### config.mk
export PLATFORM = sky130hd
export DESIGN_NAME = custom_glue_logic
export DESIGN_NICKNAME = d
export VERILOG_FILES = /design/src/glue_logic_pkg.sv /design/src/state_element.sv /design/src/custom_glue_logic.sv
export SDC_FILE = /design/constraint.sdc
export NUM_CORES = 1
export LEC_CHECK = 0
export BUFFER_PORTS_ARGS = -buffer_cell sky130_fd_sc_hd__buf_2
export CAP_MARGIN = 20
export CORE_ASPECT_RATIO = 0.6
export CORE_UTILIZATION = 50
export CTS_BUF_LIST = sky130_fd_sc_hd__clkbuf_4 sky130_fd_sc_hd__clkbuf_8
export DETAILED_ROUTE_END_ITERATION = 10
export PLACE_DENSITY = 0.76
export SKIP_CTS_REPAIR_TIMING = 1
export SLEW_MARGIN = 25
export SYNTH_ARGS = -nofsm -noshare
export SYNTH_HDL_FRONTEND = slang
export SYNTH_HIERARCHICAL = 1
export SYNTH_SLANG_ARGS = --single-unit
### constraint.sdc
create_clock -name clock -period 11.6 [get_ports clock]
set_input_delay 0.58 -clock clock [delete_from_list [all_inputs] [get_ports clock]]
set_output_delay 0.58 -clock clock [all_outputs]
set_load 0.005 [all_outputs]
### src/glue_logic_pkg.sv
// Package: offsets, field positions, types and carriers of the custom glue logic unit
package glue_logic_pkg;

  // Unit shape
  localparam int unsigned TABLE_COUNT      = 2;

  // Register byte offsets on the Avalon-MM slave
  localparam logic [5:0]  OFS_GLOBAL       = 6'h00;
  localparam logic [5:0]  OFS_SEQ          = 6'h04;
  localparam logic [5:0]  OFS_TABLE_BASE   = 6'h08;
  localparam logic [5:0]  OFS_TABLE_STRIDE = 6'h10;
  localparam logic [5:0]  OFS_FIRST        = 6'h00;
  localparam logic [5:0]  OFS_SECOND       = 6'h04;
  localparam logic [5:0]  OFS_THIRD        = 6'h08;
  localparam logic [5:0]  OFS_TRUTH        = 6'h0C;
  localparam logic [5:0]  OFS_STATUS       = 6'h28;

  // Field positions
  localparam int unsigned GLB_ENABLE_BIT   = 0;
  localparam int unsigned FIRST_ENABLE_BIT = 0;
  localparam int unsigned FIRST_EDGE_BIT   = 3;
  localparam int unsigned FIRST_FILTER_LSB = 4;
  localparam int unsigned FIRST_CLOCK_BIT  = 6;
  localparam int unsigned SEL0_LSB         = 0;
  localparam int unsigned SEL1_LSB         = 4;
  localparam int unsigned SEL2_LSB         = 0;
  localparam int unsigned SEQ_LSB          = 0;
  localparam int unsigned STATUS_OUT_LSB   = 0;
  localparam int unsigned STATUS_SEQ_BIT   = 2;

  // Input source codes
  typedef enum logic [3:0] {
    SRC_MASK       = 4'h0,
    SRC_FEEDBACK   = 4'h1,
    SRC_LINK       = 4'h2,
    SRC_EVENT0     = 4'h3,
    SRC_EVENT1     = 4'h4,
    SRC_PIN        = 4'h5,
    SRC_COMPARATOR = 4'h6,
    SRC_TIMER      = 4'h7
  } source_t;

  // Sequential element functions
  typedef enum logic [3:0] {
    SEQ_OFF    = 4'h0,
    SEQ_DFF    = 4'h1,
    SEQ_JK     = 4'h2,
    SEQ_DLATCH = 4'h3,
    SEQ_RS     = 4'h4
  } seq_func_t;

  // Output stage filter options
  typedef enum logic [1:0] {
    FILT_NONE   = 2'h0,
    FILT_SYNC   = 2'h1,
    FILT_FILTER = 2'h2
  } filter_t;

  // Bus handshake states, one-hot
  typedef enum logic [1:0] {
    BUS_IDLE   = 2'b01,
    BUS_ANSWER = 2'b10
  } bus_state_t;

  // Signal sources feeding the table inputs
  typedef struct packed {
    logic [1:0][2:0] pins;
    logic [1:0]      events;
    logic            comparator;
    logic [2:0]      timer;
  } glue_sources_t;

  // Avalon-MM request and answer
  typedef struct packed {
    logic [5:0]  address;
    logic        read;
    logic        write;
    logic [3:0]  byteenable;
    logic [31:0] writedata;
  } avalon_req_t;

  typedef struct packed {
    logic [31:0] readdata;
    logic        waitrequest;
  } avalon_rsp_t;

  // First control register of a table
  typedef struct packed {
    logic    enable;
    logic    clockSelect;
    filter_t filter;
    logic    edgeDetect;
  } table_first_t;

  // Whole state of one table
  typedef struct packed {
    table_first_t first;
    source_t      sel0;
    source_t      sel1;
    source_t      sel2;
    logic [7:0]   truth;
    logic         in2Prev;
    logic         sync1;
    logic         sync2;
    logic         filtered;
    logic         stagePrev;
  } table_state_t;

  // Whole state of the unit, bus field kept as the top bits
  typedef struct packed {
    bus_state_t                bus;
    logic [31:0]               readdata;
    logic                      globalEnable;
    seq_func_t                 seqFunc;
    table_state_t [1:0]        tables;
    logic [1:0]                outputs;
  } glue_state_t;

  // State of the sequential element
  typedef struct packed {
    logic q;
  } seq_state_t;

  // Values after reset
  localparam glue_state_t STATE_RESET = glue_state_t'({BUS_IDLE, {($bits(glue_state_t) - 2){1'b0}}});
  localparam seq_state_t  SEQ_RESET   = seq_state_t'(1'b0);

endpackage : glue_logic_pkg

### src/state_element.sv
// Sequential element shared by the table pair
`timescale 1ns/1ps
module state_element (
  // Clock, reset and freeze
  input  wire logic                   clock,
  input  wire logic                   rst,
  input  wire logic                   ce,
  // Control: clock and clear from the even table, function from the sequential select
  input  wire logic                   tick,
  input  wire logic                   clear,
  input  wire glue_logic_pkg::seq_func_t func,
  // Data from the tables
  input  wire logic                   dIn,
  input  wire logic                   gIn,
  // Registered output
  output logic                        q
);

  glue_logic_pkg::seq_state_t state;      // Registered state
  glue_logic_pkg::seq_state_t next_state; // Next state

  // Function selection
  always_comb begin
    next_state = state;
    if (clear) begin
      // Even table off keeps the element cleared
      next_state.q = 1'b0;
    end else begin
      case (func)
        glue_logic_pkg::SEQ_DFF: begin
          // Capture on the table clock while gated
          if (tick && gIn) begin
            next_state.q = dIn;
          end
        end
        glue_logic_pkg::SEQ_JK: begin
          // Even output is J, odd output is K
          if (tick) begin
            unique case ({dIn, gIn})
              2'b01: next_state.q = 1'b0;
              2'b10: next_state.q = 1'b1;
              2'b11: next_state.q = ~state.q;
              2'b00: next_state.q = state.q;
            endcase
          end
        end
        glue_logic_pkg::SEQ_DLATCH: begin
          // Transparent while gate high, sampled on every system cycle
          if (gIn) begin
            next_state.q = dIn;
          end
        end
        glue_logic_pkg::SEQ_RS: begin
          // Both high is forbidden; holding is the safe answer
          if (dIn && !gIn) begin
            next_state.q = 1'b1;
          end else if (gIn && !dIn) begin
            next_state.q = 1'b0;
          end
        end
        default: begin
          // Off or unknown code
          next_state.q = 1'b0;
        end
      endcase
    end
  end

  // State register, frozen while ce is low
  always_ff @(posedge clock) begin
    if (rst) begin
      state <= glue_logic_pkg::SEQ_RESET;
    end else if (ce) begin
      state <= next_state;
    end
  end

  assign q = state.q;

  a_jk_toggle: assert property (@(posedge clock) disable iff (rst)
    ce && tick && !clear && func == glue_logic_pkg::SEQ_JK && dIn && gIn |=> q == !$past(q))
    else $error("JK element did not toggle");

  a_dff_capture: assert property (@(posedge clock) disable iff (rst)
    ce && tick && !clear && func == glue_logic_pkg::SEQ_DFF && gIn |=> q == $past(dIn))
    else $error("D flip-flop did not capture");

  a_seq_clear: assert property (@(posedge clock) disable iff (rst)
    ce && clear |=> !q)
    else $error("Element not cleared with even table off");

endmodule : state_element

### src/custom_glue_logic.sv
// Custom glue logic unit: two lookup tables, sequential element, Avalon-MM registers
//
// Contract
// Tables clock from peripheral clock by default
// Clock select 1 clocks table from input 2
// Sequential element uses even table's clock
// Software disables unit before changing clock select
// Debug halt does not affect operation
// Sequential select writable only while even table off
// Table controls except enable protected while enabled; the truth pattern here stays writable while enabled
// Protected fields accept writes setting enable
// Global enable bit turns unit on/off
// Each table has own enable bit
// Output is truth bit indexed by inputs
// Masked inputs index as constant low
// Inputs selectable among mask, comparator, timer, events, internal
// Input 0/1 select second register, input 2 third
// Feedback input takes sequential element output
// Link input takes next table's output; the odd table's link input reads constant low
// Per table one output, three pin inputs
// Exactly two tables forming one pair
// Input 2 masked while clocking the table
// Sequential element offers DFF, JK, latch, RS
// JK takes J from even, K from odd
// Disabled table output held low
//
// Decided for this implementation: the Avalon-MM register port and the register addresses.
`timescale 1ns/1ps
module custom_glue_logic (
  // Clock, reset and freeze
  input  wire logic                          clock,
  input  wire logic                          rst,
  input  wire logic                          ce,
  // Register bus
  input  wire glue_logic_pkg::avalon_req_t   req,
  output glue_logic_pkg::avalon_rsp_t        rsp,
  // Table input sources
  input  wire glue_logic_pkg::glue_sources_t src,
  // Table outputs toward pins
  output logic [1:0]                         tableOutput
);

  glue_logic_pkg::glue_state_t  state;      // Registered state
  glue_logic_pkg::glue_state_t  next_state; // Next state
  glue_logic_pkg::table_state_t ts;         // Table under evaluation
  logic [1:0]                   tick;       // Per table clock event
  logic [1:0]                   active;     // Per table running
  logic [1:0]                   stage;      // Per table stage output
  logic                         lastStage;  // Output of the table above
  logic                         rawIn0;     // Selected input 0
  logic                         rawIn1;     // Selected input 1
  logic                         rawIn2;     // Selected input 2 before masking
  logic [2:0]                   index;      // Truth pattern index
  logic                         lutRaw;     // Combinational table value
  logic                         filtValue;  // Filtered table value
  logic                         seqOut;     // Sequential element output
  logic [7:0]                   wd;         // Low write byte
  logic [7:0]                   rdByte;     // Assembled read byte
  logic [31:0]                  readValue;  // Read data for the current address

  // Input source multiplexer
  function automatic logic pickSource(
    input glue_logic_pkg::source_t       sel,
    input glue_logic_pkg::glue_sources_t s,
    input logic                          pin,
    input logic                          timer,
    input logic                          feedback,
    input logic                          link
  );
    case (sel)
      glue_logic_pkg::SRC_MASK:       pickSource = 1'b0;
      glue_logic_pkg::SRC_FEEDBACK:   pickSource = feedback;
      glue_logic_pkg::SRC_LINK:       pickSource = link;
      glue_logic_pkg::SRC_EVENT0:     pickSource = s.events[0];
      glue_logic_pkg::SRC_EVENT1:     pickSource = s.events[1];
      glue_logic_pkg::SRC_PIN:        pickSource = pin;
      glue_logic_pkg::SRC_COMPARATOR: pickSource = s.comparator;
      glue_logic_pkg::SRC_TIMER:      pickSource = timer;
      default:                        pickSource = 1'b0; // Reserved codes read as masked
    endcase
  endfunction : pickSource

  // Byte address of a table register
  function automatic logic [5:0] regAddr(input int n, input logic [5:0] ofs);
    regAddr = 6'(glue_logic_pkg::OFS_TABLE_BASE + glue_logic_pkg::OFS_TABLE_STRIDE * 6'(n) + ofs);
  endfunction : regAddr

  // Shared sequential element, clocked by the even table
  state_element seq (
    .clock (clock),
    .rst   (rst),
    .ce    (ce),
    .tick  (tick[0]),
    .clear (~active[0]),
    .func  (state.seqFunc),
    .dIn   (stage[0]),
    .gIn   (stage[1]),
    .q     (seqOut)
  );

  // Tables, bus decode and next state
  always_comb begin
    next_state = state;
    ts         = state.tables[0];
    tick       = 2'b00;
    active     = 2'b00;
    stage      = 2'b00;
    lastStage  = 1'b0;
    rawIn0     = 1'b0;
    rawIn1     = 1'b0;
    rawIn2     = 1'b0;
    index      = 3'h0;
    lutRaw     = 1'b0;
    filtValue  = 1'b0;
    wd         = req.writedata[7:0];
    rdByte     = 8'h00;
    readValue  = 32'h0000_0000;

    // Odd table first so the even one can link to it
    for (int n = glue_logic_pkg::TABLE_COUNT - 1; n >= 0; n--) begin
      ts     = state.tables[n];
      rawIn0 = pickSource(ts.sel0, src, src.pins[n][0], src.timer[0], seqOut, lastStage);
      rawIn1 = pickSource(ts.sel1, src, src.pins[n][1], src.timer[1], seqOut, lastStage);
      rawIn2 = pickSource(ts.sel2, src, src.pins[n][2], src.timer[2], seqOut, lastStage);
      // Input 2 as clock: its rising edge paces the clocked stages
      tick[n] = ts.first.clockSelect ? (rawIn2 & ~ts.in2Prev) : 1'b1;
      // Input 2 counts as low while it serves as clock
      index  = {ts.first.clockSelect ? 1'b0 : rawIn2, rawIn1, rawIn0};
      lutRaw = ts.truth[index];
      active[n] = state.globalEnable & ts.first.enable;
      case (ts.first.filter)
        glue_logic_pkg::FILT_SYNC:   filtValue = ts.sync2;
        glue_logic_pkg::FILT_FILTER: filtValue = ts.filtered;
        default:                     filtValue = lutRaw;
      endcase
      // Edge mode gives a pulse on a rising stage value
      stage[n]  = active[n] & (ts.first.edgeDetect ? (filtValue & ~ts.stagePrev) : filtValue);
      lastStage = stage[n];
      next_state.tables[n].in2Prev = rawIn2;
      if (!active[n]) begin
        // Internal stage logic cleared while off
        next_state.tables[n].sync1     = 1'b0;
        next_state.tables[n].sync2     = 1'b0;
        next_state.tables[n].filtered  = 1'b0;
        next_state.tables[n].stagePrev = 1'b0;
      end else if (tick[n]) begin
        // Filter accepts a value only once two samples agree
        next_state.tables[n].sync1     = lutRaw;
        next_state.tables[n].sync2     = ts.sync1;
        next_state.tables[n].filtered  = (ts.sync1 == ts.sync2) ? ts.sync2 : ts.filtered;
        next_state.tables[n].stagePrev = filtValue;
      end
    end

    // Registered pin outputs; the sequential result replaces the even table
    next_state.outputs[0] = active[0] & ((state.seqFunc != glue_logic_pkg::SEQ_OFF) ? seqOut : stage[0]);
    next_state.outputs[1] = active[1] & stage[1];

    // Read data for the addressed register
    if (req.address == glue_logic_pkg::OFS_GLOBAL) begin
      readValue[glue_logic_pkg::GLB_ENABLE_BIT] = state.globalEnable;
    end else if (req.address == glue_logic_pkg::OFS_SEQ) begin
      readValue[glue_logic_pkg::SEQ_LSB +: 4] = state.seqFunc;
    end else if (req.address == glue_logic_pkg::OFS_STATUS) begin
      readValue[glue_logic_pkg::STATUS_OUT_LSB +: 2] = state.outputs;
      readValue[glue_logic_pkg::STATUS_SEQ_BIT]      = seqOut;
    end
    for (int n = 0; n < glue_logic_pkg::TABLE_COUNT; n++) begin
      rdByte = 8'h00;
      if (req.address == regAddr(n, glue_logic_pkg::OFS_FIRST)) begin
        rdByte[glue_logic_pkg::FIRST_ENABLE_BIT]      = state.tables[n].first.enable;
        rdByte[glue_logic_pkg::FIRST_EDGE_BIT]        = state.tables[n].first.edgeDetect;
        rdByte[glue_logic_pkg::FIRST_FILTER_LSB +: 2] = state.tables[n].first.filter;
        rdByte[glue_logic_pkg::FIRST_CLOCK_BIT]       = state.tables[n].first.clockSelect;
        readValue = {24'h00_0000, rdByte};
      end else if (req.address == regAddr(n, glue_logic_pkg::OFS_SECOND)) begin
        readValue = {24'h00_0000, state.tables[n].sel1, state.tables[n].sel0};
      end else if (req.address == regAddr(n, glue_logic_pkg::OFS_THIRD)) begin
        readValue = {28'h000_0000, state.tables[n].sel2};
      end else if (req.address == regAddr(n, glue_logic_pkg::OFS_TRUTH)) begin
        readValue = {24'h00_0000, state.tables[n].truth};
      end
    end

    // Bus handshake: one wait cycle, then answer and commit
    unique case (state.bus)
      glue_logic_pkg::BUS_IDLE: begin
        if (req.read || req.write) begin
          next_state.bus      = glue_logic_pkg::BUS_ANSWER;
          next_state.readdata = req.read ? readValue : 32'h0000_0000;
        end
      end
      glue_logic_pkg::BUS_ANSWER: begin
        next_state.bus = glue_logic_pkg::BUS_IDLE;
        // Only the low lane carries fields; other lanes are ignored
        if (req.write && req.byteenable[0]) begin
          if (req.address == glue_logic_pkg::OFS_GLOBAL) begin
            next_state.globalEnable = wd[glue_logic_pkg::GLB_ENABLE_BIT];
          end else if (req.address == glue_logic_pkg::OFS_SEQ) begin
            if (!state.tables[0].first.enable) begin
              next_state.seqFunc = glue_logic_pkg::seq_func_t'(wd[glue_logic_pkg::SEQ_LSB +: 4]);
            end
          end
          for (int n = 0; n < glue_logic_pkg::TABLE_COUNT; n++) begin
            if (req.address == regAddr(n, glue_logic_pkg::OFS_FIRST)) begin
              next_state.tables[n].first.enable = wd[glue_logic_pkg::FIRST_ENABLE_BIT];
              // Protected fields pass when off, or alongside an enabling write
              if (!state.tables[n].first.enable || wd[glue_logic_pkg::FIRST_ENABLE_BIT]) begin
                next_state.tables[n].first.edgeDetect  = wd[glue_logic_pkg::FIRST_EDGE_BIT];
                next_state.tables[n].first.filter      =
                  glue_logic_pkg::filter_t'(wd[glue_logic_pkg::FIRST_FILTER_LSB +: 2]);
                next_state.tables[n].first.clockSelect = wd[glue_logic_pkg::FIRST_CLOCK_BIT];
              end
            end else if (req.address == regAddr(n, glue_logic_pkg::OFS_SECOND)) begin
              if (!state.tables[n].first.enable) begin
                next_state.tables[n].sel0 = glue_logic_pkg::source_t'(wd[glue_logic_pkg::SEL0_LSB +: 4]);
                next_state.tables[n].sel1 = glue_logic_pkg::source_t'(wd[glue_logic_pkg::SEL1_LSB +: 4]);
              end
            end else if (req.address == regAddr(n, glue_logic_pkg::OFS_THIRD)) begin
              if (!state.tables[n].first.enable) begin
                next_state.tables[n].sel2 = glue_logic_pkg::source_t'(wd[glue_logic_pkg::SEL2_LSB +: 4]);
              end
            end else if (req.address == regAddr(n, glue_logic_pkg::OFS_TRUTH)) begin
              next_state.tables[n].truth = wd;
            end
          end
        end
      end
      default: begin
        // Illegal code recovers to idle
        next_state.bus = glue_logic_pkg::BUS_IDLE;
      end
    endcase
  end

  // State register; no halt input exists, so debug never stalls the unit
  always_ff @(posedge clock) begin
    if (rst) begin
      state <= glue_logic_pkg::STATE_RESET;
    end else if (ce) begin
      state <= next_state;
    end
  end

  // Outputs straight from the state register
  assign rsp.readdata    = state.readdata;
  assign rsp.waitrequest = state.bus[0];
  assign tableOutput     = state.outputs;

  a_global_off: assert property (@(posedge clock) disable iff (rst)
    ce && !state.globalEnable |=> tableOutput == 2'b00)
    else $error("Outputs not low with unit disabled");

  a_global_write: assert property (@(posedge clock) disable iff (rst)
    ce && state.bus == glue_logic_pkg::BUS_ANSWER && req.write && req.byteenable[0]
    && req.address == glue_logic_pkg::OFS_GLOBAL |=> state.globalEnable == $past(req.writedata[0]))
    else $error("Global enable not written");

  a_seq_protect: assert property (@(posedge clock) disable iff (rst)
    ce && state.bus == glue_logic_pkg::BUS_ANSWER && req.write && state.tables[0].first.enable
    && req.address == glue_logic_pkg::OFS_SEQ |=> $stable(state.seqFunc))
    else $error("Sequential select changed while even table on");

  a_ctrl_protect: assert property (@(posedge clock) disable iff (rst)
    ce && state.bus == glue_logic_pkg::BUS_ANSWER && req.write && state.tables[0].first.enable
    && req.address == regAddr(0, glue_logic_pkg::OFS_SECOND) |=> $stable(state.tables[0].sel0)
    && $stable(state.tables[0].sel1))
    else $error("Input select changed while table on");

  a_disable_write: assert property (@(posedge clock) disable iff (rst)
    ce && state.bus == glue_logic_pkg::BUS_ANSWER && req.write && req.byteenable[0]
    && state.tables[1].first.enable && !req.writedata[0]
    && req.address == regAddr(1, glue_logic_pkg::OFS_FIRST)
    |=> !state.tables[1].first.enable && $stable(state.tables[1].first.filter)
    && $stable(state.tables[1].first.clockSelect))
    else $error("Disabling write altered protected fields");

  a_truth_index: assert property (@(posedge clock) disable iff (rst)
    ce && active[0] && state.tables[0].sel0 == glue_logic_pkg::SRC_PIN
    && state.tables[0].sel1 == glue_logic_pkg::SRC_PIN && state.tables[0].sel2 == glue_logic_pkg::SRC_PIN
    && !state.tables[0].first.clockSelect && state.tables[0].first.filter == glue_logic_pkg::FILT_NONE
    && !state.tables[0].first.edgeDetect && state.seqFunc == glue_logic_pkg::SEQ_OFF
    |=> tableOutput[0] == $past(state.tables[0].truth[src.pins[0]]))
    else $error("Even table output does not follow truth pattern");

  a_clock_mask: assert property (@(posedge clock) disable iff (rst)
    ce && active[1] && state.tables[1].sel0 == glue_logic_pkg::SRC_PIN
    && state.tables[1].sel1 == glue_logic_pkg::SRC_PIN && state.tables[1].first.clockSelect
    && state.tables[1].first.filter == glue_logic_pkg::FILT_NONE && !state.tables[1].first.edgeDetect
    |=> tableOutput[1] == $past(state.tables[1].truth[{1'b0, src.pins[1][1:0]}]))
    else $error("Input 2 not masked while clocking");

  a_bus_answer: assert property (@(posedge clock) disable iff (rst)
    ce && (req.read || req.write) && rsp.waitrequest |=> !rsp.waitrequest ##1 rsp.waitrequest)
    else $error("Bus answer not one cycle after request");

endmodule : custom_glue_logic

== Word-level counts from Yosys, hierarchy flattened ==
Index checks and enable logic that the tools add are counted.
Storage, ports and cells
  bits in registers: 102
  latch bits: 0
  memory bits (writable): 0
  ROM bits: 0
  bits of input ports: 59
  word-level logic and storage cells: 214
  memories: 0
Cells by class
  add/sub/neg operators: 0
  $mul: 0
  divide/modulo/power cells: 0
  order comparisons: 2
  equality and inequality tests: 74
  shifts and indexed selects: 0
  multiplexer cells: 49
  bitwise operators: 24
  reductions and logical operators: 33
Operator list (count)
  2-to-1 mux 32 bit: 5
  == test 4 x 3 -> 1 bit (second input constant): 25
  == test 4 x 2 -> 1 bit (second input constant): 11
  2-to-1 mux 34 bit: 1
  2-to-1 mux 8 bit: 4
  == test 4 x 1 -> 1 bit (second input constant): 7
  AND reduction 7 bit: 4
  == test 6 x 5 -> 1 bit (second input constant): 4
  AND reduction 6 bit: 4
  one-hot mux 1 bit (7 select lines): 3
  2-to-1 mux 1 bit: 19
  == test 6 bit (second input constant): 3
  one-hot mux 1 bit (6 select lines): 3
  2-to-1 mux 4 bit: 4
  inverter 1 bit: 14
  == test 6 x 4 -> 1 bit (second input constant): 2
  AND reduction 4 bit: 3
  AND 1 bit: 10
  == test 2 bit (second input constant): 5
  AND reduction 5 bit: 2
  2-to-1 mux 3 bit: 3
  inequality test 3 x 2 -> 1 bit (second input constant): 3
  AND reduction 3 bit: 3
  == test 2 x 1 -> 1 bit (second input constant): 4
  other kinds (19): 36

== Longest topological paths before layout ==
Gate-level depths: netlist of run 1.
  depth after elaboration: 23
  gate-level depth with buffers: 18
  depth with buffers taken out: 18

== By module ==
Netlist of run 1, hierarchy kept.
Modules (own cells, without submodules)
  custom_glue_logic: times used 1, cells an instance 492, area an instance 4252.8 µm², seq. area each 1541.5 µm²
  state_element: times used 1, cells an instance 26, area an instance 196.4 µm², seq. area each 20.0 µm²

== Worst setup path before layout of run 1 ==
No wires, ideal clock.
  path kind: input to register
  start: input src[0] in the netlist's numbering
  end: register seq.state (netlist: seq/q)
  arrival time: 3849 ps
  setup slack: 7681 ps
  stages: 16
  buffers on the path: 0
  cell sequence: mux4_2 > nor2b_2 > nor3_2 > mux4_2 > mux2_4 > a21oi_1 > a2111oi_1 > o41ai_1 > nand2_1 > nor2_1 > inv_1 > ha_1 > nor3b_2 > a31oi_1 > o41ai_1 > o2bb2ai_1
On the way
  cells in the longest elaborated chain, start to end: 20
  elaborated cells between the ends (all ways): 41
  classes of those cells: eq/ne (8); mux (21); bitwise (5); reduce/logical (7)
Ends and longest elaborated chain
  from (decl): line custom_glue_logic.sv:38  | input wire glue_logic_pkg::glue_sources_t src,
  one-hot mux 1 bit (6 select lines): line custom_glue_logic.sv:70  | case (sel)
  binary-select mux 1 bit (select 3 bit): line custom_glue_logic.sv:129  | lutRaw = ts.truth[index];
  2-to-1 mux 1 bit (implied by the code): line custom_glue_logic.sv:129
  one-hot mux 1 bit (2 select lines): line custom_glue_logic.sv:131  | case (ts.first.filter)
  AND 1 bit: line custom_glue_logic.sv:137  | stage[n] = active[n] & (ts.first.edgeDetect ? (filtValue & ~ts.stagePrev) : filtValue);
  2-to-1 mux 1 bit: line custom_glue_logic.sv:137
  AND 1 bit: line custom_glue_logic.sv:137
  one-hot mux 1 bit (7 select lines): line custom_glue_logic.sv:70
  [... 5 more ...]
  2-to-1 mux 1 bit *: line custom_glue_logic.sv:137
  AND 1 bit *: line custom_glue_logic.sv:137
  named net lastStage: line custom_glue_logic.sv:49  | logic lastStage;
  == test 2 bit or == test 2 x 1 -> 1 bit (tied branches): line state_element.sv:39  | unique case ({dIn, gIn})
  one-hot mux 1 bit (3 select lines): line state_element.sv:39
  2-to-1 mux 1 bit: line state_element.sv:38  | if (tick) begin
  one-hot mux 1 bit (4 select lines): line state_element.sv:29  | case (func)
  2-to-1 mux 1 bit: line state_element.sv:25  | if (clear) begin
  to (signal assigned): line state_element.sv:72  | state <= glue_logic_pkg::SEQ_RESET;
  to (signal assigned): line state_element.sv:74  | state <= next_state;
  to (decl): line state_element.sv:19  | glue_logic_pkg::seq_state_t state;
The timed path passes the listed nets; every way through them passes the cells marked *. The select of a mux whose other input is x is not followed.
A chain may end at the register's enable or synchronous reset.

== Final worst setup path of run 1 ==
  start: register state[58] in the netlist's numbering
  end: register seq.state (netlist: seq/q)
On the way
  cells in the longest elaborated chain, start to end: 18
  elaborated cells between the ends (all ways): 40
  classes of those cells: eq/ne (10); mux (18); bitwise (5); reduce/logical (7)
Ends and longest elaborated chain
  from (decl): line custom_glue_logic.sv:43  | glue_logic_pkg::glue_state_t state;
  from (signal assigned): line custom_glue_logic.sv:239  | state <= glue_logic_pkg::STATE_RESET;
  from (signal assigned): line custom_glue_logic.sv:241  | state <= next_state;
  == test 2 bit or == test 2 x 1 -> 1 bit (tied branches): line custom_glue_logic.sv:131
  one-hot mux 1 bit (2 select lines) *: line custom_glue_logic.sv:131
  AND 1 bit: line custom_glue_logic.sv:137
  2-to-1 mux 1 bit *: line custom_glue_logic.sv:137
  AND 1 bit *: line custom_glue_logic.sv:137
  one-hot mux 1 bit (7 select lines): line custom_glue_logic.sv:70
  2-to-1 mux 1 bit: line custom_glue_logic.sv:128  | index = {ts.first.clockSelect ? 1'b0 : rawIn2, rawIn1, rawIn0};
  binary-select mux 1 bit (select 3 bit) *: line custom_glue_logic.sv:129
  [... 3 more ...]
  2-to-1 mux 1 bit *: line custom_glue_logic.sv:137
  AND 1 bit *: line custom_glue_logic.sv:137
  named net lastStage: line custom_glue_logic.sv:49
  == test 2 bit or == test 2 x 1 -> 1 bit (tied branches): line state_element.sv:39
  one-hot mux 1 bit (3 select lines): line state_element.sv:39
  2-to-1 mux 1 bit: line state_element.sv:38
  one-hot mux 1 bit (4 select lines): line state_element.sv:29
  2-to-1 mux 1 bit: line state_element.sv:25
Marks and branches as above.

==> results by group, run 1 <==
Placement
  • Final weighted congestion in routability-driven placement: 0.931
  • PortBufs: 42
  • Cell Area, Placed: 4570 um^2
  • Post-DP HPWL: 9220 um
  • DP Cell Count: 643

Detailed routing
  • Vias per cell: 6.05
  • Routed WL: 12400 um
  • Detailed-route via count: 3988
  • WL/cell: 18.8 um
  • Residual DRC: 0
  • ANT nets after route: 0
  • Iter 0 DRT Violations: 454
  • TritonRoute pass-1 iters: 5

STA
  • Hold Violations, Final: 0
  • Worst relative slew slack: 39.5%
  • Setup Skew: 0.00687 ns
  • Tcrit/Tclk final: 42.8%
  • Min Tclk post-route: 4.97 ns
  • Worst slew pin tran: 0.904 ns
  • Final setup viols: 0
  • RSZ-0062 raised after global routing: no
  • Fmax: 201 MHz
  • Setup TNS: 0 ns
  • Max-slew violation count: 0
  • Final hold slack: 0.483 ns

Synthesis
  • Area leader, netlist: dfxtp_1
  • Post-synthesis cell area: 4450 um^2
  • FF+latch count, synth: 78
  • Synth Area in Compound Gates: 17.6%
  • Synthesized area per cell: 8.59 um^2
  • Multiplexer area fraction after synthesis: 17.2%
  • Xor and xnor area share after synthesis: 0%
  • Synth Area in Adders: 1.97%
  • Largest family of logic cells by synthesized area: simple AND/OR/NAND/NOR gates
  • Fraction of registers with async set/reset: 0%
  • Top FF cell, synth: dfxtp_1
  • Register area share after synthesis: 35.1%
  • Cells after Synth: 518
  • Synth top area cells: dfxtp_1 35%, mux2i_1 11%, nor2_1 8.3%
  • Yosys warns: 6
  • Post-Synth Simple-Gate Area: 19.3%
  • Top-area cell type share of the netlist area: 35.1%
  • Distinct cell type count after synthesis: 56
  • EDFF count, synth: 0

Clocking
  • TritonCTS clock tree: done
  • CTS clk-pin slew, worst paths: 0.08 ns
  • Clock buffer depth: 2
  • Sink Count: 78
  • Clock latency on the worst-skew pair: 0.36 ns
  • CTS root buffer: clkbuf_8
  • H-Tree Depth: 3
  • TritonCTS Buffers: 9

Setup path
  • Worst setup path category: reg -> reg
  • Crit start category: flip-flop
  • Critical Path End: seq/q
  • R2R cell count: 16
  • Critical Path Start: state[58]
  • Reg2reg setup slack: 6.63 ns
  • Critical R2R Capture: seq/q
  • Worst EP required: 11.90 ns
  • Critical-path maximum fanout: 8
  • Crit path DAT: 5.26 ns
  • Worst setup EP type: flip-flop
  • RR Startpoint: state[58]

Finish
  • ANT cells: 0
  • Post-Layout Cell Count: 659
  • Multi-input logic area: 2590 um^2
  • Layout cells sized above 1: 15.2%
  • Fillers: 804
  • Final Util: 56.3%
  • Layout net count: 608
  • Layout area overhead: 8.27%
  • Design Area, Final: 4820 um^2
  • Sequential cell area: 1560 um^2

Floorplanning
  • Chip height: 75.1 um
  • Io pins: 94
  • Core area: 8560 um^2
  • Full die area: 9290 um^2
  • Num rows: 26
  • Initial core utilization: 52.0%
  • Die X: 124 um

Global route
  • Vias in the first global route: 3402
  • GRT overflow: 0
  • GRT Util Overall: 27.7%
  • Initial antenna violation count: 0
  • First-pass GRT wire length: 18700 um
  • Largest net degree at the start of global routing: 81

Job
  • MaxCap Viol Count: 0

Power and ir drop
  • Sw Ratio: 23.3%
  • PwrDens: 114 nW/um^2
  • Share of total power in the clock network: 45.8%
  • Internal cell power: 420 uW
  • Switching power: 128 uW
  • Worst ir drop on vdd: 0.0763 mV
  • Gate power share: 5.1%
  • Sequential Power Share: 49.1%
  • Cell leakage power: 2.02 nW

Run status
  • Status: completed

Worst hold path
  • Hold Crit Class: reg -> reg
## routing by layer
layer | share of wire [%] | track usage [%] | routed length, um | vias to the layer above
met3 | 8.9 | 7.12 | 1100 | 9
met5 | 0 | 0 | 0 | -
li1 | - | - | - | 1866
met2 | 42 | 38.8 | 5170 | 183
met1 | 49 | 41.8 | 6080 | 1930
met4 | 0.61 | 6.56 | 76 | 0
## worst min-delay path by stage
stage,from,endpoint,slack [ns],depth (start not counted)
floorplan,state[100],state[100],0.45,2
global placement,state[100],state[100],0.46,2
detailed placement,state[100],state[100],0.47,2
CTS,state[100],state[100],0.49,2
global route,req[0],state[61],0.50,3
finish,state[100],state[100],0.48,2
## area by class of cell
| type | count | share of cell area [%] |
|---|---|---|
| Multi-Input combinational cell | 394 | 53.7 |
| Sequential cell | 78 | 32.4 |
| Timing Repair Buffer | 44 | 4.68 |
| Tap cell | 112 | 2.91 |
| Clock buffer | 9 | 2.57 |
| Clock inverter | 7 | 2.52 |
| Inverter | 15 | 1.17 |
## cells in the final DEF (no fill, tap or decap), types with 12 or more instances in the layout
master	instances
inv_1	14
a21oi_1	26
a22oi_1	32
buf_2	42
mux2i_1	50
conb_1	24
dfxtp_1	78
nand2_1	32
nor2_1	98
nand3_1	12
## critical path, stage by stage (launching register included)
cell and delay (ns):
dfxtp_1 0.40, inv_1 0.07, ha_1 0.45, a221o_1 0.24, nand4_1 0.37, nor4_1 0.82
o2bb2ai_1 0.26, a2111oi_1 0.16, o41ai_1 0.54, nand2_1 0.15, nor2_1 0.31, inv_1 0.10
ha_1 0.32, nor3b_2 0.19, a31oi_1 0.09, o41ai_1 0.29, o2bb2ai_1 0.15
## cell families (layout without fill, tap and decap cells)
logic type	count (synthesis)	in the layout
compound gates	111	111
fa+ha+maj	7	7
buf+inv	69	75
flops	78	78
mux	64	64
other cells	1	24
simple gates	188	188
## registers in the layout (all words and copies together) (netlist names)
signal and count:
rsp 9, seq/q 1, state 66, tableOutput 2
## power by group through the flow
stage               logic, mW  registers (mW)  clock network (mW)
CTS                    0.0272           0.269               0.254
global placement       0.0259           0.275                   0
detailed placement     0.0270           0.275                   0
global route           0.0305           0.269               0.266
floorplan              0.0206           0.275                   0
finish                 0.0277           0.269               0.251
## metrics by stage
stage	power (mW)	setup WS, ns
4_1_cts	0.550	6.76
2_1_floorplan	0.296	7.68
3_5_place_dp	0.302	6.66
3_3_place_gp	0.301	6.84
6_report	0.548	6.63
5_1_grt	0.566	6.41
## synthesized netlist by cell type, types with 3 or more instances
cell	instances
nor2_1	98
dfxtp_1	78
mux2i_1	50
buf_4	35
a22oi_1	32
nand2_1	32
a21oi_1	26
clkbuf_1	19
inv_1	14
nand3_1	12
nand2b_1	9
mux4_2	8
o21ai_0	8
ha_1	7
nor3_1	7
a31oi_1	5
nand4_1	5
a2111oi_1	4
a221o_1	4
mux2_2	4
nor2b_1	4
o31ai_1	4
or3_1	4
a211oi_1	3
a32oi_1	3
o2111ai_1	3
o21ai_1	3
No activity file was read; power rests on OpenSTA's default activity.
==> run 2: changes to the inputs <==
PLACE_DENSITY = 0.79   (was 0.76)
clock period = 4.1 ns   (was 11.6 ns; I/O delays follow)
==> run 2 against run 1 <==
Effect of this change: clock power rose to 2.8 times the previous value; flip-flop and latch count did not move; total power rose to 2.8 times the previous value; critical endpoint unchanged; largest power group unchanged.
==> results by group, run 2 (synthesis gave the netlist of run 1 again) <==
Clocking
  • H-Tree Depth: 3
  • Clock buffer depth: 2
  • Clock latency on the worst-skew pair: 0.37 ns
  • CTS clk-pin slew, worst paths: 0.08 ns
  • CTS root buffer: clkbuf_8
  • TritonCTS Buffers: 9
  • Sink Count: 78
  • TritonCTS clock tree: done

Setup path
  • Worst setup path category: reg -> reg
  • Worst EP required: 4.35 ns
  • R2R cell count: 18
  • Cells along the critical path: mux4_2 -> nor2b_4 -> nor3_4 -> mux4_2 -> mux2_4 -> o2bb2ai_4 -> a2111oi_4 -> o41ai_2 -> buf_4 -> nand2_4 -> nor2_4 -> buf_4 -> buf_4 -> ha_1 -> nor2b_1 -> o21ai_1 -> a21o_1 -> o2bb2ai_1
  • Crit start category: flip-flop
  • RR Startpoint: state[55]
  • Critical R2R Capture: seq/q
  • Crit path DAT: 4.24 ns
  • CP max stage cell: mux4_2
  • Reg2reg setup slack: 0.12 ns
  • CP max stage delay: 0.53 ns
  • Cell mode on critical path: buf_4
  • Worst setup EP type: flip-flop
  • Critical-path maximum fanout: 5

Finish
  • Layout cells sized above 1: 22.0%
  • Max reg flops: 66
  • Layout area overhead: 16.6%
  • Commonest cells after routing, fill and taps aside: 97 x nor2_1, 76 x dfxtp_1, 50 x mux2i_1, 42 x buf_2, 32 x a22oi_1
  • Layout net count: 629
  • Fillers: 744
  • Biggest register: state
  • Commonest non-fill, non-tap cell in the layout: nor2_1
  • Design Area, Final: 5190 um^2
  • ANT cells: 0

Placement
  • Post-DP HPWL: 9430 um
  • Final weighted congestion in routability-driven placement: 0.962
  • Worst slack, placed: -0.0502 ns
  • PortBufs: 42
  • Cell Area, Placed: 4680 um^2

STA
  • Setup Skew: 0.0110 ns
  • RSZ-0062 raised after global routing: yes
  • Worst slew pin tran: 0.866 ns
  • Tcrit/Tclk final: 97.2%
  • Hold Violations, Final: 0
  • Worst relative slew slack: 42.2%
  • Slack of the critical path: 0.116 ns
  • Final setup viols: 0
  • Max-slew violation count: 0
  • Fmax: 251 MHz
  • Min Tclk post-route: 3.98 ns

Detailed routing
  • ANT nets after route: 0
  • WL/cell: 19.3 um
  • Routed WL: 13100 um
  • Detailed-route via count: 4158
  • TritonRoute pass-1 iters: 5
  • Residual DRC: 0
  • Vias per cell: 6.12
  • Iter 0 DRT Violations: 407

Power and ir drop
  • Cell leakage power: 2.16 nW
  • PwrDens: 299 nW/um^2
  • Worst ir drop on vdd: 0.201 mV

Floorplanning
  • Initial core utilization: 52.0%
  • Num rows: 26
  • Io pins: 94
  • Chip height: 75.1 um
  • Core area: 8560 um^2
  • Full die area: 9290 um^2
  • Die X: 124 um

Global route
  • Initial antenna violation count: 0
  • Largest net degree at the start of global routing: 81
  • Vias in the first global route: 3635
  • First-pass GRT wire length: 19100 um
  • GRT overflow: 0
  • GRT Util Overall: 27.8%

Worst hold path
  • Hold Crit Class: in -> reg
  • Min-Delay Endpoint: state[31]
  • Hold Crit Depth: 3
  • Worst hold start: req[0]

Run status
  • Status: completed

Job
  • MaxCap Viol Count: 0
[run 2: cell count changes in the layout (fill, tap and decap cells not counted), moves of 4 or more]
cell / before / now
a21oi_1: 26 / 19
buf_4: 2 / 23
a2111oi_4: 0 / 4
a21oi_2: 0 / 5
a2111oi_1: 4 / 0
[run 2: worst max path at each step]
stage	startpoint	endpoint	slack, ns	cells past startpoint
floorplan	seq/q	seq/q	0.34	16
global placement	state[55]	seq/q	0.07	17
detailed placement	state[55]	seq/q	-0.05	17
CTS	state[55]	seq/q	-0.07	17
global route	state[55]	seq/q	-0.04	17
finish	state[55]	seq/q	0.12	18
[run 2: cell type report]
class | instances | area, um^2 | area share [%]
Multi-Input combinational cell | 394 | 2800 | 53.9
Sequential cell | 78 | 1570 | 30.2
Timing Repair Buffer | 65 | 383 | 7.38
Tap cell | 112 | 140 | 2.70
Clock buffer | 10 | 138 | 2.65
Clock inverter | 5 | 106 | 2.05
Inverter | 15 | 56.3 | 1.09
[run 2: critical path, delay by kind of cell (launching register included)]
family | cells | cell delay, ns
fa+ha+maj | 1 | 0.18
buf+inv | 3 | 0.41
compound gates | 6 | 1.11
simple gates | 5 | 0.45
flops | 1 | 0.36
mux | 3 | 1.36
[run 2: routing by layer]
layer  up-vias  routed length, um  GRT usage [%]
li1       1902                  -              -
met3        32               1470           9.70
met1      1994               5970           40.7
met4         0                178           7.36
met2       230               5480           38.2
met5         -                  0              0
[run 2: where the power goes]
part | switching, mW | internal (mW) | leakage (nW)
Clock | 0.293 | 0.420 | 0.119
Combinational | 0.0552 | 0.0234 | 1.41
Sequential | 0.00188 | 0.759 | 0.630
Total | 0.350 | 1.20 | 2.16
[run 2: stage by stage]
step | TNS [ns] | hold slack [ns] | total power, mW | util, % | cells
6_report | 0 | 0.136 | 1.55 | 60.6 | 679
5_1_grt | -0.0415 | 0.146 | 1.60 | 60.6 | 679
4_1_cts | -0.0703 | 0.123 | 1.56 | 57.5 | 673
3_5_place_dp | -0.0502 | 0.481 | 0.855 | 54.7 | 658
3_3_place_gp | 0 | 0.457 | 0.853 | 54.7 | 658
2_1_floorplan | 0 | 0.349 | 0.837 | - | 541
==> run 3: changes to the inputs <==
--- a/config.mk
+++ b/config.mk
@@ -10,2 +10,3 @@
 export CORE_ASPECT_RATIO = 0.6
+export CORE_MARGIN = 8
 export CORE_UTILIZATION = 50
@@ -15,3 +16,3 @@
 export SKIP_CTS_REPAIR_TIMING = 1
-export SLEW_MARGIN = 25
+export SLEW_MARGIN = 5
 export SYNTH_ARGS = -nofsm -noshare
--- a/constraint.sdc
+++ b/constraint.sdc
@@ -3,2 +3,2 @@
 set_output_delay 0.205 -clock clock [all_outputs]
-set_load 0.005 [all_outputs]
+set_load 0.1 [all_outputs]
==> run 3 against run 2 <==
Effect of this change: routed wire length is 4.7% higher; clock power is 24% lower; critical path depth is 1 higher; cell count is 0.74% higher; core utilization is 0.26 points lower; first-iteration DRC count is 29% higher; count of clock-buffer cells in the layout is 1 higher; worst setup slack worse by 0.018 ns; fmax is 0.45% lower; clock skew is 0.0024 ns lower; global-route usage is 6.0 points lower; critical path type unchanged; critical endpoint unchanged.
==> results by group, run 3 (synthesis gave the netlist of run 1 again) <==
Finish
  • Layout cells sized above 1: 24.0%
  • Layout net count: 633
  • Commonest cells after routing, fill and taps aside: 96 x nor2_1, 73 x dfxtp_1, 50 x mux2i_1, 42 x buf_2, 32 x a22oi_1
  • Fillers: 749
  • Final Util: 60.4%
  • Sequential cell area: 1570 um^2
  • Commonest non-fill, non-tap cell in the layout: nor2_1
  • Post-Layout Cell Count: 684
  • Multi-input logic area: 2820 um^2
  • Layout area overhead: 16.5%
  • Biggest register: state
  • Max reg flops: 66
  • ANT cells: 0

STA
  • Final setup viols: 0
  • Setup Skew: 0.00853 ns
  • Worst slew pin tran: 0.899 ns
  • Fmax: 250 MHz
  • Min Tclk post-route: 4.00 ns
  • Max-slew violation count: 0
  • Worst relative slew slack: 39.9%
  • Hold Violations, Final: 0
  • Tcrit/Tclk final: 97.6%

Placement
  • Final weighted congestion in routability-driven placement: 0.931
  • PortBufs: 42
  • Post-DP HPWL: 9970 um
  • DP Cell Count: 663

Floorplanning
  • Core area: 8590 um^2
  • Chip height: 89.1 um
  • Initial core utilization: 51.8%
  • Num rows: 26
  • Full die area: 12300 um^2
  • Die X: 138 um
  • Io pins: 94

Detailed routing
  • Detailed-route via count: 4192
  • ANT nets after route: 0
  • Routed WL: 13700 um
  • WL/cell: 20.0 um
  • TritonRoute pass-1 iters: 5
  • Vias per cell: 6.13
  • Iter 0 DRT Violations: 525
  • Residual DRC: 0

Setup path
  • Worst EP required: 4.39 ns
  • Crit start category: flip-flop
  • Crit path DAT: 4.30 ns
  • Worst setup path category: reg -> reg
  • Critical-path maximum fanout: 8
  • Worst setup EP type: flip-flop

Clocking
  • Sink Count: 78
  • Clock latency on the worst-skew pair: 0.37 ns
  • Clock buffer depth: 2
  • H-Tree Depth: 3
  • TritonCTS Buffers: 9
  • TritonCTS clock tree: done
  • CTS clk-pin slew, worst paths: 0.08 ns
  • CTS root buffer: clkbuf_8

Power and ir drop
  • PwrDens: 286 nW/um^2
  • Total power: 1.48 mW
  • Cell leakage power: 2.16 nW
  • Worst ir drop on vdd: 0.206 mV

Worst hold path
  • Hold Crit Class: in -> reg

Job
  • MaxCap Viol Count: 0

Global route
  • Vias in the first global route: 3897
  • GRT overflow: 0
  • GRT Util Overall: 21.8%
  • Largest net degree at the start of global routing: 42
  • First-pass GRT wire length: 20400 um
  • Initial antenna violation count: 0

Run status
  • Status: completed
[run 3: worst paths after layout]
| path | start | end | slack, ns | depth (start not counted) |
|---|---|---|---|---|
| setup reg to reg | state[59] | seq/q | 0.1 | 19 |
| setup / recovery | state[59] | seq/q | 0.1 | 19 |
| hold reg to reg | state[100] | state[100] | 0.49 | 2 |
| hold / removal | req[0] | state[61] | 0.13 | 3 |
[run 3: area by class of cell]
class	count	share of cell area, %
inverters	15	1.09
well taps	112	2.70
flip-flops and latches	78	30.3
multi-input cells	394	54.4
repair buffers	69	8.04
clock inverters	5	0.652
clock buffers	11	2.80
[run 3: metrics by stage]
step	instance area (um^2)	setup WS (ns)	hold slack (ns)	setup TNS, ns
2_1_floorplan	4540	0.338	0.349	0
3_3_place_gp	4720	0.0705	0.457	0
3_5_place_dp	4720	-0.108	0.474	-0.108
4_1_cts	4900	-0.103	0.119	-0.103
5_1_grt	5180	-0.0725	0.129	-0.0725
6_report	5180	0.0976	0.130	0
[run 3: worst max-delay path, stage by stage, from the launching register on]
cell	delay, ns
dfxtp_1	0.38
ha_4	0.29
a221o_1	0.16
nand4_1	0.12
buf_6	0.17
or3_4	0.35
a21oi_4	0.18
a21oi_4	0.07
o32ai_4	0.40
a2111oi_4	0.07
o41ai_2	0.39
buf_4	0.19
nand2_4	0.05
nor2_4	0.12
inv_2	0.05
ha_4	0.21
nor3b_2	0.17
a31oi_2	0.08
o41ai_2	0.35
o2bb2ai_1	0.16
[run 3: metal layers]
metal / global-route usage, % / routed length, um / up-vias
met4: 5.92 / 235 / 0
met2: 30.8 / 5840 / 231
met5: 0 / 0 / -
li1: - / - / 1915
met1: 31.7 / 6190 / 2015
met3: 5.89 / 1450 / 31
[run 3: where the power goes]
part | leakage (nW) | internal, mW | switching (mW) | total (mW)
Sequential | 0.632 | 0.759 | 0.00167 | 0.760
Clock | 0.0891 | 0.243 | 0.301 | 0.544
Combinational | 1.43 | 0.0236 | 0.153 | 0.176
